<file path="src/rtl/cpu_special_defines.svh">
// register offsets, field positions, reset values and timing counts of the cpu special registers
`ifndef CPU_SPECIAL_DEFINES_SVH
`define CPU_SPECIAL_DEFINES_SVH
`define OFF_BANK_SELECT    12'h000
`define OFF_ACC            12'h004
`define OFF_PC_LOW         12'h008
`define OFF_TABLE_LOW      12'h00C
`define OFF_TABLE_HIGH     12'h010
`define OFF_TABLE_DATA     12'h014
`define OFF_FLAGS          12'h018
`define OFF_EXEC           12'h01C
`define OFF_OPERAND        12'h020
`define OFF_PC_FULL        12'h024
`define OFF_ROM_WORD       12'h028
`define FLAG_C             0
`define FLAG_AC            1
`define FLAG_Z             2
`define FLAG_OV            3
`define FLAG_PDF           4
`define FLAG_TO            5
`define FLAG_CZ            6
`define FLAG_SC            7
`define FLAGS_RESET        8'h00
`define FLAGS_SYS_MASK     8'h30
`define BANK_RESET         1'b0
`define PC_RESET           13'h0000
`define EXEC_OP_LSB        0
`define EXEC_OP_MSB        3
`define EXEC_TABLE_DST_BIT 8
`define PC_JUMP_DUMMY      2'd1
`endif

</file>
<file path="src/rtl/cpu_special_pkg.sv">
// types shared by the cpu special register block
package cpu_special_pkg;
  typedef enum logic [3:0] {
    OP_NONE, OP_ADD, OP_ADC, OP_SUB, OP_SBC, OP_AND, OP_OR, OP_XOR,
    OP_RLC, OP_RRC, OP_MOV, OP_TABRD, OP_CLRWDT, OP_HALT, OP_WDTEXP, OP_RSV
  } alu_op_t;
  typedef struct packed {
    logic       sc;
    logic       cz;
    logic       to;
    logic       power_down_flag;
    logic       ov;
    logic       z;
    logic       ac;
    logic       c;
  } cpu_flags_t;
  typedef struct packed {
    logic       carry;
    logic       nib_carry;
    logic       msb_carry_in;
    logic [7:0] value;
  } alu_result_t;
endpackage

</file>
<file path="src/rtl/cpu_status_and_pointer_regs.sv">
// cpu special registers: bank select, accumulator, pc low byte, table pointers and flags, apb reachable
// Functional notes
// - bank bit picks branch target bank, resets 0
// - bank select upper bits read zero
// - pc low write jumps in page, dummy cycle
// - table read splits word to high/destination
// - flag writes keep timeout and power down
// - timeout set on expiry, cleared clrwdt/halt
// - power down set by halt, cleared clrwdt
// - carry from add, no-borrow, rotates
// - nibble carry from low nibble
// - zero flag on zero result
// - overflow is carry-in xor carry-out msb
// - signed compare is overflow xor msb
// - plain subtract copies zero into chained
// - borrow subtract ands chained with zero
// - other instructions keep chained zero
// - calls never save the flags
// - timeout and power down reset zero
// - every alu result lands in accumulator
// - data eeprom not in this space
`timescale 1ns/100ps
`include "cpu_special_defines.svh"
module cpu_status_and_pointer_regs
  import cpu_special_pkg::*;
(
  // clock and reset
  input  wire logic        pclk,
  input  wire logic        presetn,
  // apb slave
  input  wire logic        psel,
  input  wire logic        penable,
  input  wire logic        pwrite,
  input  wire logic [11:0] paddr,
  input  wire logic [31:0] pwdata,
  output logic      [31:0] prdata,
  output logic             pready,
  output logic             pslverr,
  // program fetch side
  output logic      [12:0] pc_out,
  output logic             bank_choice_bit,
  output logic             dummy_cycle
);

  // apb decode
  wire apb_wr = psel & penable & pwrite;
  wire apb_rd = psel & ~penable & ~pwrite;
  wire hit_bank  = paddr == `OFF_BANK_SELECT;
  wire hit_acc   = paddr == `OFF_ACC;
  wire hit_pcl   = paddr == `OFF_PC_LOW;
  wire hit_tbl   = paddr == `OFF_TABLE_LOW;
  wire hit_tbh   = paddr == `OFF_TABLE_HIGH;
  wire hit_tbd   = paddr == `OFF_TABLE_DATA;
  wire hit_flags = paddr == `OFF_FLAGS;
  wire hit_exec  = paddr == `OFF_EXEC;
  wire hit_opnd  = paddr == `OFF_OPERAND;
  wire hit_pcf   = paddr == `OFF_PC_FULL;
  wire hit_rom   = paddr == `OFF_ROM_WORD;
  wire mapped = hit_bank | hit_acc | hit_pcl | hit_tbl | hit_tbh | hit_tbd | hit_flags
              | hit_exec | hit_opnd | hit_pcf | hit_rom;

  logic        bank_r;
  logic [7:0]  acc_r;
  logic [12:0] pc_r;
  logic [7:0]  tbl_r;
  logic [7:0]  tbh_r;
  logic [7:0]  tbd_r;
  logic [7:0]  opnd_r;
  logic [7:0]  dest_r;
  logic [15:0] rom_r;
  cpu_flags_t  flags_r;
  logic [1:0]  dummy_r;
  logic [31:0] prdata_r;
  logic        pslverr_r;
  logic [31:0] prdata_nxt;
  // registered copies of the fetch side outputs and the bus ready
  logic [12:0] pc_out_r;
  logic        dummy_cycle_r;
  logic        pready_r;

  // executing an instruction is a write to the exec register
  wire       exec_go  = apb_wr & hit_exec;
  alu_op_t   op;
  assign op = alu_op_t'(pwdata[`EXEC_OP_MSB:`EXEC_OP_LSB]);
  wire       tab_to_acc = pwdata[`EXEC_TABLE_DST_BIT];
  wire       tab_go     = exec_go & (op == OP_TABRD);

  // alu: subtraction as a + ~b + carry so carries mean "no borrow"
  wire       is_sub   = (op == OP_SUB) | (op == OP_SBC);
  wire [7:0] b_in     = is_sub ? ~opnd_r : opnd_r;
  wire       cin      = (op == OP_SUB) ? 1'b1 : ((op == OP_ADC) | (op == OP_SBC)) ? flags_r.c : 1'b0;
  wire [4:0] lo_sum   = {1'b0, acc_r[3:0]} + {1'b0, b_in[3:0]} + {4'h0, cin};
  wire [3:0] mid_sum  = {1'b0, acc_r[6:4]} + {1'b0, b_in[6:4]} + {3'h0, lo_sum[4]};
  wire [1:0] top_sum  = {1'b0, acc_r[7]} + {1'b0, b_in[7]} + {1'b0, mid_sum[3]};
  wire [7:0] sum      = {top_sum[0], mid_sum[2:0], lo_sum[3:0]};
  wire       arith    = (op == OP_ADD) | (op == OP_ADC) | is_sub;
  wire       logic_op = (op == OP_AND) | (op == OP_OR) | (op == OP_XOR);
  wire       rot_op   = (op == OP_RLC) | (op == OP_RRC);
  alu_result_t res;
  assign res.value = arith ? sum :
                     (op == OP_AND) ? (acc_r & opnd_r) :
                     (op == OP_OR)  ? (acc_r | opnd_r) :
                     (op == OP_XOR) ? (acc_r ^ opnd_r) :
                     (op == OP_RLC) ? {acc_r[6:0], flags_r.c} :
                     (op == OP_RRC) ? {flags_r.c, acc_r[7:1]} :
                     opnd_r;
  assign res.carry        = (op == OP_RLC) ? acc_r[7] : (op == OP_RRC) ? acc_r[0] : top_sum[1];
  assign res.nib_carry    = lo_sum[4];
  assign res.msb_carry_in = mid_sum[3];
  wire res_zero = res.value == 8'h00;
  wire ov_new   = res.msb_carry_in ^ res.carry;

  // flag next value
  cpu_flags_t flags_alu;
  always_comb begin
    flags_alu = flags_r;
    if (arith) begin
      flags_alu.c  = res.carry;
      flags_alu.ac = res.nib_carry;
      flags_alu.ov = ov_new;
      flags_alu.sc = ov_new ^ res.value[7];
    end
    if (rot_op) begin
      flags_alu.c = res.carry;
    end
    if (arith | logic_op) begin
      flags_alu.z = res_zero;
    end
    if (op == OP_SUB) begin
      flags_alu.cz = res_zero;
    end else if (op == OP_SBC) begin
      flags_alu.cz = flags_r.cz & res_zero;
    end
    // other ops leave cz as it was
    if (op == OP_CLRWDT) begin
      flags_alu.to  = 1'b0;
      flags_alu.power_down_flag = 1'b0;
    end
    if (op == OP_HALT) begin
      flags_alu.to  = 1'b0;
      flags_alu.power_down_flag = 1'b1;
    end
    if (op == OP_WDTEXP) begin
      flags_alu.to = 1'b1;
    end
  end

  // software flag write keeps the two system flags
  wire [7:0] flags_sw = (pwdata[7:0] & ~`FLAGS_SYS_MASK) | (flags_r & `FLAGS_SYS_MASK);
  wire [7:0] flags_nxt = exec_go ? flags_alu :
                         (apb_wr & hit_flags) ? flags_sw : flags_r;
  wire       writes_acc = arith | logic_op | rot_op | (op == OP_MOV) | ((op == OP_TABRD) & tab_to_acc);
  // a table read aimed at the destination register must leave the accumulator untouched
  wire [7:0] acc_nxt = (tab_go & tab_to_acc) ? rom_r[7:0] :
                       (exec_go & writes_acc) ? res.value :
                       (apb_wr & hit_acc) ? pwdata[7:0] : acc_r;

  // flags
  always_ff @(posedge pclk or negedge presetn) begin
    if (!presetn) begin
      flags_r <= `FLAGS_RESET;
    end else begin
      flags_r <= flags_nxt;
    end
  end

  // accumulator and operand
  always_ff @(posedge pclk or negedge presetn) begin
    if (!presetn) begin
      acc_r  <= 8'h00;
      opnd_r <= 8'h00;
    end else begin
      acc_r <= acc_nxt;
      if (apb_wr & hit_opnd) begin
        opnd_r <= pwdata[7:0];
      end
    end
  end

  // bank select and program counter next values
  wire        wr_bank   = apb_wr & hit_bank;
  wire        wr_pcl    = apb_wr & hit_pcl;
  wire        wr_pcf    = apb_wr & hit_pcf;
  wire        bank_nxt  = wr_bank ? pwdata[0] : bank_r;
  // a pc low write only swaps the low byte, so a computed jump cannot leave its page
  wire [12:0] pc_nxt    = wr_pcl ? {pc_r[12:8], pwdata[7:0]} :
                          wr_pcf ? pwdata[12:0] : pc_r;
  wire [1:0]  dummy_nxt = wr_pcl ? `PC_JUMP_DUMMY :
                          wr_pcf ? 2'h0 :
                          (dummy_r != 2'h0) ? (dummy_r - 2'h1) : 2'h0;

  // bank select; only bit 0 exists, so the upper bits can never hold a write
  always_ff @(posedge pclk or negedge presetn) begin
    if (!presetn) begin
      bank_r <= `BANK_RESET;
    end else begin
      bank_r <= bank_nxt;
    end
  end

  // program counter and dummy slot counter
  always_ff @(posedge pclk or negedge presetn) begin
    if (!presetn) begin
      pc_r    <= `PC_RESET;
      dummy_r <= 2'h0;
    end else begin
      pc_r    <= pc_nxt;
      dummy_r <= dummy_nxt;
    end
  end

  // fetch side outputs are registered from the next values, so they never lag the state
  always_ff @(posedge pclk or negedge presetn) begin
    if (!presetn) begin
      pc_out_r      <= `PC_RESET;
      dummy_cycle_r <= 1'b0;
    end else begin
      pc_out_r      <= {bank_nxt, pc_nxt[11:0]};
      dummy_cycle_r <= dummy_nxt != 2'h0;
    end
  end

  // table pointers, fetched rom word and high byte holder
  always_ff @(posedge pclk or negedge presetn) begin
    if (!presetn) begin
      tbl_r  <= 8'h00;
      tbh_r  <= 8'h00;
      tbd_r  <= 8'h00;
      rom_r  <= 16'h0000;
      dest_r <= 8'h00;
    end else begin
      if (apb_wr & hit_tbl) begin
        tbl_r <= pwdata[7:0];
      end
      if (apb_wr & hit_tbh) begin
        tbh_r <= pwdata[7:0];
      end
      if (apb_wr & hit_rom) begin
        rom_r <= pwdata[15:0];
      end
      if (tab_go) begin
        tbd_r <= rom_r[15:8];
        if (!tab_to_acc) begin
          dest_r <= rom_r[7:0];
        end
      end
    end
  end

  // read mux; rom word register reads back the table address in its upper half
  always_comb begin
    prdata_nxt = 32'h0000_0000;
    if (hit_bank)  prdata_nxt = {31'h0, bank_r};
    if (hit_acc)   prdata_nxt = {24'h0, acc_r};
    if (hit_pcl)   prdata_nxt = {24'h0, pc_r[7:0]};
    if (hit_tbl)   prdata_nxt = {24'h0, tbl_r};
    if (hit_tbh)   prdata_nxt = {24'h0, tbh_r};
    if (hit_tbd)   prdata_nxt = {24'h0, tbd_r};
    if (hit_flags) prdata_nxt = {24'h0, flags_r};
    if (hit_opnd)  prdata_nxt = {24'h0, dest_r};
    if (hit_pcf)   prdata_nxt = {19'h0, pc_r};
    if (hit_rom)   prdata_nxt = {tbh_r, tbl_r, rom_r};
  end

  // apb answer: zero wait, error on unmapped
  always_ff @(posedge pclk or negedge presetn) begin
    if (!presetn) begin
      prdata_r  <= 32'h0000_0000;
      pslverr_r <= 1'b0;
      pready_r  <= 1'b0;
    end else begin
      if (apb_rd) begin
        prdata_r <= prdata_nxt;
      end
      pslverr_r <= psel & ~penable & ~mapped;
      pready_r  <= psel & ~penable;
    end
  end

  assign prdata          = prdata_r;
  assign pready          = pready_r;
  assign pslverr         = pslverr_r;
  assign pc_out          = pc_out_r;
  assign bank_choice_bit = bank_r;
  assign dummy_cycle     = dummy_cycle_r;
  // no path stores flags on call; no eeprom decode here

  chk_sys_flags_kept: assert property (@(posedge pclk) disable iff (!presetn)
    (apb_wr & hit_flags) |=> (flags_r[5:4] == $past(flags_r[5:4])))
    else $error("system flags changed by flag write");
  chk_halt_sets_pdf: assert property (@(posedge pclk) disable iff (!presetn)
    (exec_go & op == OP_HALT) |=> (flags_r.power_down_flag && !flags_r.to))
    else $error("halt did not set power down");
  chk_clrwdt_clears: assert property (@(posedge pclk) disable iff (!presetn)
    (exec_go & op == OP_CLRWDT) |=> (!flags_r.power_down_flag && !flags_r.to))
    else $error("clear watchdog left a flag");
  chk_wdt_sets_to: assert property (@(posedge pclk) disable iff (!presetn)
    (exec_go & op == OP_WDTEXP) |=> flags_r.to)
    else $error("timeout flag not set");
  chk_sub_cz_copy: assert property (@(posedge pclk) disable iff (!presetn)
    (exec_go & op == OP_SUB) |=> (flags_r.cz == flags_r.z))
    else $error("chained zero differs after subtract");
  chk_sbc_cz_and: assert property (@(posedge pclk) disable iff (!presetn)
    (exec_go & op == OP_SBC) |=> (flags_r.cz == ($past(flags_r.cz) & flags_r.z)))
    else $error("chained zero not anded");
  chk_other_cz_keep: assert property (@(posedge pclk) disable iff (!presetn)
    (exec_go & op != OP_SUB & op != OP_SBC) |=> $stable(flags_r.cz))
    else $error("chained zero changed");
  chk_sc_relation: assert property (@(posedge pclk) disable iff (!presetn)
    (exec_go & arith) |=> (flags_r.sc == (flags_r.ov ^ acc_r[7])))
    else $error("signed compare mismatch");
  chk_zero_flag: assert property (@(posedge pclk) disable iff (!presetn)
    (exec_go & (arith | logic_op)) |=> (flags_r.z == (acc_r == 8'h00)))
    else $error("zero flag mismatch");
  chk_pcl_page: assert property (@(posedge pclk) disable iff (!presetn)
    (apb_wr & hit_pcl) |=> (pc_r[12:8] == $past(pc_r[12:8]) && dummy_cycle) ##1 !dummy_cycle)
    else $error("pc low jump left page or dummy wrong");
  chk_bank_upper: assert property (@(posedge pclk) disable iff (!presetn)
    (apb_rd & hit_bank) |=> (prdata_r[31:1] == 31'h0))
    else $error("bank select upper bits nonzero");

  // reference sums built straight from the operands, independent of the split adder above
  wire [8:0] add_ref = {1'b0, acc_r} + {1'b0, opnd_r};
  wire [8:0] sub_ref = {1'b0, acc_r} - {1'b0, opnd_r};
  wire [4:0] nib_ref = {1'b0, acc_r[3:0]} + {1'b0, opnd_r[3:0]};

  chk_bank_write: assert property (@(posedge pclk) disable iff (!presetn)
    wr_bank |=> (bank_r == $past(pwdata[0])))
    else $error("bank select write lost");
  chk_fetch_bank: assert property (@(posedge pclk) disable iff (!presetn)
    pc_out == {bank_r, pc_r[11:0]})
    else $error("fetch address ignores bank select");
  chk_pcl_low: assert property (@(posedge pclk) disable iff (!presetn)
    wr_pcl |=> (pc_r[7:0] == $past(pwdata[7:0])))
    else $error("pc low byte not loaded");
  chk_dummy_single: assert property (@(posedge pclk) disable iff (!presetn)
    dummy_cycle |=> !dummy_cycle)
    else $error("dummy slot longer than one cycle");
  chk_dummy_cause: assert property (@(posedge pclk) disable iff (!presetn)
    $rose(dummy_cycle) |-> $past(wr_pcl))
    else $error("dummy slot without pc low write");
  chk_tab_high: assert property (@(posedge pclk) disable iff (!presetn)
    tab_go |=> (tbd_r == $past(rom_r[15:8])))
    else $error("table high byte not stored");
  chk_tab_dest: assert property (@(posedge pclk) disable iff (!presetn)
    (tab_go & !tab_to_acc) |=> (dest_r == $past(rom_r[7:0]) && $stable(acc_r)))
    else $error("table low byte misrouted");
  chk_tab_acc: assert property (@(posedge pclk) disable iff (!presetn)
    (tab_go & tab_to_acc) |=> (acc_r == $past(rom_r[7:0])))
    else $error("table low byte not in accumulator");
  chk_add_carry: assert property (@(posedge pclk) disable iff (!presetn)
    (exec_go & op == OP_ADD) |=> ({flags_r.c, acc_r} == $past(add_ref)))
    else $error("add carry or sum wrong");
  chk_adc_carry: assert property (@(posedge pclk) disable iff (!presetn)
    (exec_go & op == OP_ADC) |=> ({flags_r.c, acc_r} == $past(add_ref) + $past(flags_r.c)))
    else $error("add with carry wrong");
  chk_sub_borrow: assert property (@(posedge pclk) disable iff (!presetn)
    (exec_go & op == OP_SUB) |=> ({!flags_r.c, acc_r} == $past(sub_ref)))
    else $error("subtract borrow or difference wrong");
  chk_sbc_borrow: assert property (@(posedge pclk) disable iff (!presetn)
    (exec_go & op == OP_SBC) |=> ({!flags_r.c, acc_r} == $past(sub_ref) - {8'h00, !$past(flags_r.c)}))
    else $error("subtract with borrow wrong");
  chk_add_nibble: assert property (@(posedge pclk) disable iff (!presetn)
    (exec_go & op == OP_ADD) |=> (flags_r.ac == $past(nib_ref[4])))
    else $error("nibble carry wrong");
  chk_add_overflow: assert property (@(posedge pclk) disable iff (!presetn)
    (exec_go & op == OP_ADD) |=> (flags_r.ov ==
      (($past(acc_r[7]) == $past(opnd_r[7])) && (acc_r[7] != $past(acc_r[7])))))
    else $error("overflow flag wrong");
  chk_rlc_carry: assert property (@(posedge pclk) disable iff (!presetn)
    (exec_go & op == OP_RLC) |=> (flags_r.c == $past(acc_r[7]) && acc_r == {$past(acc_r[6:0]), $past(flags_r.c)}))
    else $error("rotate through carry wrong");
  chk_mov_acc: assert property (@(posedge pclk) disable iff (!presetn)
    (exec_go & op == OP_MOV) |=> (acc_r == $past(opnd_r)))
    else $error("move did not pass through accumulator");
  chk_unmapped_err: assert property (@(posedge pclk) disable iff (!presetn)
    (psel & ~penable & ~mapped) |=> pslverr)
    else $error("unmapped access not refused");
endmodule

</file>
<file path="config.mk">
export PLATFORM = sky130hd
export DESIGN_NAME = cpu_status_and_pointer_regs
export DESIGN_NICKNAME = d
export VERILOG_FILES = /design/src/rtl/cpu_special_pkg.sv /design/src/rtl/cpu_status_and_pointer_regs.sv
export VERILOG_INCLUDE_DIRS = /design/src /design/src/rtl
export SDC_FILE = /design/constraint.sdc
export NUM_CORES = 1
export LEC_CHECK = 0
export BUFFER_PORTS_ARGS = -buffer_cell sky130_fd_sc_hd__buf_2
export CAP_MARGIN = 10
export CORE_UTILIZATION = 50
export DETAILED_ROUTE_END_ITERATION = 6
export MAX_ROUTING_LAYER = met4
export PLACE_DENSITY = 0.83
export SLEW_MARGIN = 20
export SYNTH_ARGS = -nofsm -noshare
export SYNTH_HDL_FRONTEND = slang
export SYNTH_SLANG_ARGS = --single-unit
</file>
<file path="constraint.sdc">
create_clock -name pclk -period 4.05 [get_ports pclk]
set_input_delay 1.0125 -clock pclk [delete_from_list [all_inputs] [get_ports pclk]]
set_output_delay 1.0125 -clock pclk [all_outputs]
set_load 0.1 [all_outputs]
</file>
# Yosys cells after proc, flatten, opt, wreduce, memory -nomap -nowiden
# Cells that the tools add are included.
# op_classes
n_addsub	7
eq_ne	30
muxes	42
n_bitwise	53
reduce_logical	14
# ops
op	n
$mux W32	9
$mux W8	12
$eq A12 B5 Y1 const B	4
$eq A12 B6 Y1 const B	3
$eq A4 B4 Y1 const B	7
$eq A12 B4 Y1 const B	2
$mux W12	2
$or A1 B1 Y1	21
$and A1 B1 Y1	20
$eq A4 B3 Y1 const B	4
$reduce_and A2 Y1	8
$mux W1	13
$eq A12 B3 Y1 const B	1
$logic_not A12 Y1	1
$mux W2	6
$ne A3 B1 Y1 const B	3
$and A8 B8 Y8	1
$eq A4 B2 Y1 const B	2
$logic_not A8 Y1	1
$not A8 Y8	1
$or A8 B6 Y8	1
$or A8 B8 Y8	1
$xor A8 B8 Y8	1
$reduce_bool A2 Y1	3
13 further kinds	19
# totals
regBits	136
input_bits	49
output_inout_bits	49

# Depth between registers and ports, before layout
# Gate-level depths: netlist of run 1.
# logic_depth
ltp_word	13
ltp_mapped	21

# Worst setup path before layout of run 1
# Ideal clock, no wire load.
# synth_timing
kind	input port to flip-flop
startpoint	input port pwdata[1]
endpoint	register flags_r[6] in the netlist's numbering
setup_ns	0.088
t_arrival_ns	5.059
required_ns	3.962
setup_slack_ns	-1.097
path_stages	20
path_buffers	2
path_cell_list	buf_6 -> inv_1 -> clkbuf_1 -> or3_1 -> a21oi_4 -> xnor2_1 -> fa_1 -> fa_1 -> inv_1 -> a21o_1 -> a21oi_1 -> fa_1 -> inv_1 -> a21o_1 -> a21oi_1 -> fa_1 -> o221ai_2 -> nor3_2 -> nand4_1 -> a41oi_1
# synth_via
elab_chain_cells	13
elab_cells_between_ends	35
classes_between	add/sub (6); eq/ne (10); mux (12); bitwise (5); reduce/logical (2)
# synth_lines
item	line_no	rtl
start, declared	cpu_status_and_pointer_regs.sv:35	input wire logic [31:0] pwdata,
$eq A4 B2 Y1 (tied with other cells)	cpu_status_and_pointer_regs.sv:89, cpu_status_and_pointer_regs.sv:91, cpu_status_and_pointer_regs.sv:129	
$or A1 B1 Y1 (on tied branches)	cpu_status_and_pointer_regs.sv:89, cpu_status_and_pointer_regs.sv:91	
$mux W8 or $mux W1 (tied branches)	cpu_status_and_pointer_regs.sv:90, cpu_status_and_pointer_regs.sv:91	
$add A4 B4 Y5 or $mux W1 (tied branches)	cpu_status_and_pointer_regs.sv:92, cpu_status_and_pointer_regs.sv:91	
$add A5 B1 Y5	cpu_status_and_pointer_regs.sv:92	wire [4:0] lo_sum = {1'b0, acc_r[3:0]} + {1'b0, b_in[3:0]} + {4'h0, cin};
$add A4 B1 Y4	cpu_status_and_pointer_regs.sv:93	wire [3:0] mid_sum = {1'b0, acc_r[6:4]} + {1'b0, b_in[6:4]} + {3'h0, lo_sum[4]};
$add A2 B1 Y2	cpu_status_and_pointer_regs.sv:94	wire [1:0] top_sum = {1'b0, acc_r[7]} + {1'b0, b_in[7]} + {1'b0, mid_sum[3]};
$mux W8	cpu_status_and_pointer_regs.sv:100	assign res.value = arith ? sum :
$logic_not A8 Y1	cpu_status_and_pointer_regs.sv:110	wire res_zero = res.value == 8'h00;
$and A1 B1 Y1	cpu_status_and_pointer_regs.sv:132	flags_alu.cz = flags_r.cz & res_zero;
$mux W1	cpu_status_and_pointer_regs.sv:131	end else if (op == OP_SBC) begin
$mux W1	cpu_status_and_pointer_regs.sv:129	if (op == OP_SUB) begin
$mux W8	cpu_status_and_pointer_regs.sv:150	wire [7:0] flags_nxt = exec_go ? flags_alu :
end signal, assigned	cpu_status_and_pointer_regs.sv:161	flags_r <= `FLAGS_RESET;
end signal, assigned	cpu_status_and_pointer_regs.sv:163	flags_r <= flags_nxt;
end, declared	cpu_status_and_pointer_regs.sv:71	cpu_flags_t flags_r;
# Several ways; a longest one is shown, not always the timed one. The select of a mux whose other input is x is not followed.
# A chain may end at the register's enable or synchronous reset.

# Worst setup path in the final report of run 1
# Ends and elaborated chain as after synthesis.

==> results of run 1 <==
==> how the worst max path moves through the flow <==
stage | cells past startpoint | to | startpoint
floorplan | 21 | flags_r[7] | pwdata[1]
global placement | 21 | flags_r[7] | pwdata[0]
detailed placement | 20 | flags_r[7] | pwdata[0]
CTS | 17 | flags_r[6] | pwdata[1]
global route | 17 | flags_r[6] | pwdata[1]
finish | 17 | flags_r[6] | pwdata[1]
==> power by group through the flow <==
stage	Combinational, mW	Sequential (mW)	Clock [mW]
2_1_floorplan	0.157	1.41	0
5_1_grt	0.475	1.26	1.50
6_report	0.449	1.26	1.43
4_1_cts	0.439	1.26	1.43
3_3_place_gp	0.429	1.28	0
3_5_place_dp	0.433	1.28	0
==> flip-flops by register name, summed over array words and instances, names as in the netlist, 2 cells and up <==
name and flops:
acc_r 8, dest_r 8, opnd_r 8, flags_r 8
prdata 32, rom_r 16, dummy_r 2, tbd_r 8
tbh_r 8, pc_out 11, tbl_r 8, pc_r 2
==> synthesized netlist by cell type, drive strengths merged (19+ instances only) <==
cell and count:
buf 33, nor3 22, inv 26, mux2 60, nand2 80, clkbuf 21
nor2 53, dfrtp 123, a22o 22, a21oi 39, o21ai 51, o211ai 19
ha 21
==> through the flow <==
step	cell area (µm²)	hold slack (ns)	cells	TNS, ns	total power, mW
2_1_floorplan	7270	0.429	727	-4.32	1.57
4_1_cts	8460	0.495	1001	-0.468	3.13
3_5_place_dp	7870	0.450	970	-4.18	1.71
3_3_place_gp	7870	0.451	970	-3.38	1.71
5_1_grt	8480	0.497	1002	-1.41	3.23
6_report	8480	0.497	1002	-0.606	3.14
==> kinds of logic after synthesis <==
group	after synthesis	synth area share (%)
AOI/OAI and AO/OA	212	20.2
xor gates and xnor gates	12	1.46
adders and majority gates	26	5.04
buffers and inverters	80	5.51
DFF	123	42.7
muxes	61	9.52
and+or+nand+nor	213	15.5
==> cell type report <==
class,instances,area share [%]
sequential,123,36.3
inverter,26,1.15
clock buffer,18,5.18
tap,180,2.66
clock inverter,13,1.42
timing repair buffer,118,8.47
multi-input combinational,524,44.8
==> layer usage <==
layer	vias up	track usage [%]	share of wire, %	wire [µm]
li1	2839	-	-	-
met1	3109	39.0	41	8820
met2	388	46.6	46	9970
met3	62	10.5	10	2190
met4	0	14.7	3.4	746
met5	-	-	0	0
==> worst max-delay path: stages <==
cell      delay [ns]
buf_8           0.10
or3b_4          0.41
a21oi_4         0.20
xnor2_2         0.10
fa_2            0.37
fa_2            0.36
inv_2           0.05
a21o_1          0.12
a21oi_2         0.06
fa_2            0.37
fa_2            0.35
xnor2_1         0.13
a222oi_1        0.24
o31ai_1         0.16
nor3_1          0.21
nand4_1         0.18
a41oi_2         0.19
==> timing repair <==
action,4_1_cts,5_1_grt
endpoints found under the setup margin,6,6
endpoints found under the hold margin,0,0
pin swaps,7,6
gates resized for setup,9,4
setup buffers,0,1
==> impl_metrics.env, run 1 <==
export IMPL_numCtsBuffers=17
export IMPL_worst_slew_pin_slew_ns=0.699
export IMPL_wirelength_um=21700
export IMPL_syn_area_um2=7200
export IMPL_slew_violations=0
export IMPL_synth_cell_types=80
export IMPL_maxCapViolCount=0
export IMPL_outcome="finished with violations"
export IMPL_fin_crit_sh_pct=105
export IMPL_fin_nets=885
export IMPL_violations="setup timing"
export IMPL_min_to="prdata[17]"
export IMPL_synthTopCellsByArea="dfrtp_1, mux2_2, nand2_1, ha_1, o21ai_0"
export IMPL_cp_max_fo=4
export IMPL_netlist_instances=727
export IMPL_die_height_um=122
export IMPL_final_antenna_net_count=0
export IMPL_synth_flop_cell="dfrtp_1"
export IMPL_via_per_inst=6.39
export IMPL_drtIter0Drc=764
export IMPL_max_clock_path_buffers=2
export IMPL_hp_start="prdata[17]"
export IMPL_power_density_nw_per_um2=370
export IMPL_grt_usage_pct=31.6
export IMPL_gp_congestion=1.02
export IMPL_initial_core_util_pct=51.5
export IMPL_ys_warn_count=0
export IMPL_multiInputGateArea_um2=3800
export IMPL_synth_largest_area_cell="dfrtp_1"
export IMPL_start_kind="input port"
export IMPL_die_area_um2=14900
export IMPL_syn2layout_area_growth_pct=17.8
export IMPL_dp_hpwl_um=15600
export IMPL_synth_nets=802
export IMPL_setup_ws_ns=-0.201
export IMPL_r2r_slack_ns=0.26
export IMPL_fin_util_pct=60.6
export IMPL_cts_hold_buf=0
export IMPL_cts_sinks=123
export IMPL_pwr_share_comb_pct=14.3
export IMPL_fill_cells=1155
export IMPL_ys_ff_latch=123
export IMPL_drcViolationCount=0
export IMPL_peakVddDrop_mv=0.311
export IMPL_worstSetupPathType="input port to flop"
export IMPL_reg2reg_depth=16
export IMPL_fin_crit_ns=4.25
export IMPL_root_buffer="clkbuf_16"
export IMPL_grt_pass1_wl_um=33900
export IMPL_fmax_ghz=0.235
export IMPL_syn_avg_cell_area_um2=9.90
export IMPL_h_tree_depth=4
export IMPL_cts_tree="yes"
export IMPL_grt_max_degree=56
export IMPL_clk_pin_slew_ns=0.06
export IMPL_diodes=0
export IMPL_timing_rr_start="flags_r[0]"
export IMPL_setup_viol=5
export IMPL_rsz0062_at_grt="yes"
export IMPL_synth_top_area_share_pct=42.7
export IMPL_final_cell_mix="dfrtp_1, buf_2, nand2_1"
export IMPL_r2r_end="flags_r[6]"
export IMPL_clk_latency_ns=0.43
export IMPL_power_leakage_nw=3.93
export IMPL_yosysSeqAreaShare_pct=42.7
export IMPL_crit_required_ns=4.39
export IMPL_synth_edf_count=0
export IMPL_hold_path_class="flop to flop"
export IMPL_crit_arrival_ns=4.60
export IMPL_antenna_found_initial=0
export IMPL_power_clock_fraction_pct=45.5
export IMPL_synthArstFlopShare_pct=100
export IMPL_wl_per_cell_um=21.7
export IMPL_drt_pass1_iterations=5
export IMPL_first_global_vias=6231
export IMPL_cp_end_kind="flop"
export IMPL_io_pins=98
export IMPL_internal_power_mw=2.23
export IMPL_slew_headroom_pct=52.9
export IMPL_seq_area_um2=3080
export IMPL_drive_gt1_share_pct=30.9
export IMPL_hold_path_depth=1
export IMPL_p_sw_share_pct=29.1
export IMPL_place_ws_ns=-0.703
export IMPL_num_rows=43
export IMPL_die_x_um=122
export IMPL_grt_overflow_total=0
export IMPL_io_buffers=81
export IMPL_switchingPower_mw=0.912
export IMPL_pwr_share_seq_pct=40.2
export IMPL_final_common_cell="dfrtp_1"
export IMPL_route_vias_total=6398
export IMPL_finalHoldViolCount=0
export IMPL_core_um2=14000
export IMPL_clock_skew_ns=0.00992
(Power assumes the default switching activity.)
==> inputs of run 2 (changes only) <==
Settings changed: PLACE_DENSITY 0.83 to 0.8.
Clock period 4.05 ns to 4.75 ns, I/O delays scaled along.
==> run 2 against run 1 <==
The run now ends clean. Clock-buffer cell count stayed put. Sequential cell count is the same. Combinational power fell by 18%. Utilization is 0.71 points lower.
==> impl_metrics.env, run 2 (synthesis gave the netlist of run 1 again) <==
export IMPL_outcome="completed"
export IMPL_start_kind="input port"
export IMPL_crit_arrival_ns=4.88
export IMPL_fin_crit_sh_pct=95.5
export IMPL_final_antenna_net_count=0
export IMPL_drt_met1_wl_um=8930
export IMPL_dr_wl_met3_um=1940
export IMPL_cts_tree="yes"
export IMPL_root_buffer="clkbuf_16"
export IMPL_drtIter0Drc=788
export IMPL_r2r_end="flags_r[6]"
export IMPL_syn2layout_area_growth_pct=16.4
export IMPL_io_pins=98
export IMPL_worst_slew_pin_slew_ns=0.993
export IMPL_slew_violations=0
export IMPL_cts_hold_buf=0
export IMPL_final_common_cell="dfrtp_1"
export IMPL_grt_pass1_wl_um=33500
export IMPL_top_layer_used="met4"
export IMPL_cts_resized=0
export IMPL_power_leakage_nw=3.89
export IMPL_initial_core_util_pct=51.5
export IMPL_dp_hpwl_um=15300
export IMPL_clock_skew_ns=0.00686
export IMPL_maxCapViolCount=0
export IMPL_hp_start="dummy_r[0]"
export IMPL_die_height_um=122
export IMPL_largest_register_ffs=32
export IMPL_gp_congestion=1.00
export IMPL_first_global_vias=5998
export IMPL_finalHoldViolCount=0
export IMPL_setup_viol=0
export IMPL_final_cell_mix="dfrtp_1, buf_2, nand2_1"
export IMPL_clk_latency_ns=0.42
export IMPL_fill_cells=1173
export IMPL_cts_setup_buffers=0
export IMPL_timing_rr_start="flags_r[0]"
export IMPL_io_buffers=81
export IMPL_route_met2_wl_um=9540
export IMPL_die_x_um=122
export IMPL_fin_hold_ws_ns=0.476
export IMPL_wirelength_um=21100
export IMPL_worstSetupPathType="input port to flop"
export IMPL_reg2reg_depth=16
export IMPL_die_area_um2=14900
export IMPL_antenna_found_initial=0
export IMPL_cp_max_fo=4
export IMPL_grt_overflow_total=0
export IMPL_max_clock_path_buffers=2
export IMPL_rsz0062_at_grt="no"
export IMPL_core_um2=14000
export IMPL_drt_pass1_iterations=6
export IMPL_wl_per_cell_um=21.1
export IMPL_via_per_inst=6.34
export IMPL_setup_tns_ns=0
export IMPL_diodes=0
export IMPL_grt_usage_pct=31.0
export IMPL_drcViolationCount=0
export IMPL_fin_crit_ns=4.54
export IMPL_cts_sinks=123
export IMPL_peakVddDrop_mv=0.259
export IMPL_crit_required_ns=5.09
export IMPL_r2r_slack_ns=0.93
export IMPL_min_to="dummy_r[0]"
export IMPL_hold_path_class="flop to flop"
export IMPL_drive_gt1_share_pct=29.3
export IMPL_num_rows=43
export IMPL_crit_start="pwdata[0]"
export IMPL_h_tree_depth=4
export IMPL_route_vias_total=6322
export IMPL_numCtsBuffers=17
export IMPL_grt_max_degree=54
export IMPL_cp_end_kind="flop"
export IMPL_fmax_ghz=0.220
export IMPL_clk_pin_slew_ns=0.06
export IMPL_fin_nets=879
export IMPL_hold_path_depth=1
export IMPL_power_density_nw_per_um2=323
export IMPL_slew_headroom_pct=33.4
-- run 2: final cells by class --
type	count	area [µm²]	share of cell area, %
clock buffers	18	429	5.12
clock inverters	14	148	1.76
inverters	26	97.6	1.16
multi-input cells	524	3760	44.9
flip-flops and latches	123	3080	36.7
well taps	180	225	2.69
repair buffers	112	641	7.64
-- run 2: power breakdown --
part / internal, mW / leakage, nW / switching (mW)
clock: 0.770 / 0.268 / 0.490
sequential: 1.06 / 1.65 / 0.0112
combinational: 0.0925 / 1.96 / 0.274
total: 1.93 / 3.89 / 0.776
-- run 2: worst max path at each step --
stage	to	cells after the start
2_1_floorplan	flags_r[7]	21
3_3_place_gp	flags_r[6]	18
3_5_place_dp	flags_r[6]	18
4_1_cts	flags_r[6]	18
5_1_grt	flags_r[6]	18
6_report	flags_r[6]	18
-- run 2: worst max-delay path, stage by stage --
cell and delay (ns):
buf_2 0.11, inv_1 0.05, or3_4 0.38, a21oi_4 0.19
xnor2_2 0.10, fa_2 0.38, fa_2 0.35, inv_1 0.06
a21o_1 0.12, a21oi_2 0.07, fa_2 0.36, fa_1 0.41
xnor2_1 0.14, a222oi_1 0.23, o31ai_1 0.18, nor3_1 0.20
nand4_1 0.16, a41oi_1 0.20
-- run 2: stage by stage --
step                instance area (µm²)  total power [mW]  setup WS, ns  cells  utilization [%]
floorplan                          7250              1.34        -0.230    727                -
detailed placement                 7800              1.46        -0.222    965             55.8
finish                             8380              2.70         0.212    997             59.9
global placement                   7800              1.45        -0.148    965             55.8
CTS                                8380              2.71         0.215    997             59.9
global route                       8380              2.79        0.0304    997             59.9
-- run 2: metal layers --
layer,vias up,track usage (%)
met5,-,-
met4,0,11.8
met3,62,6.74
met2,378,45.6
met1,3055,41.7
li1,2827,-
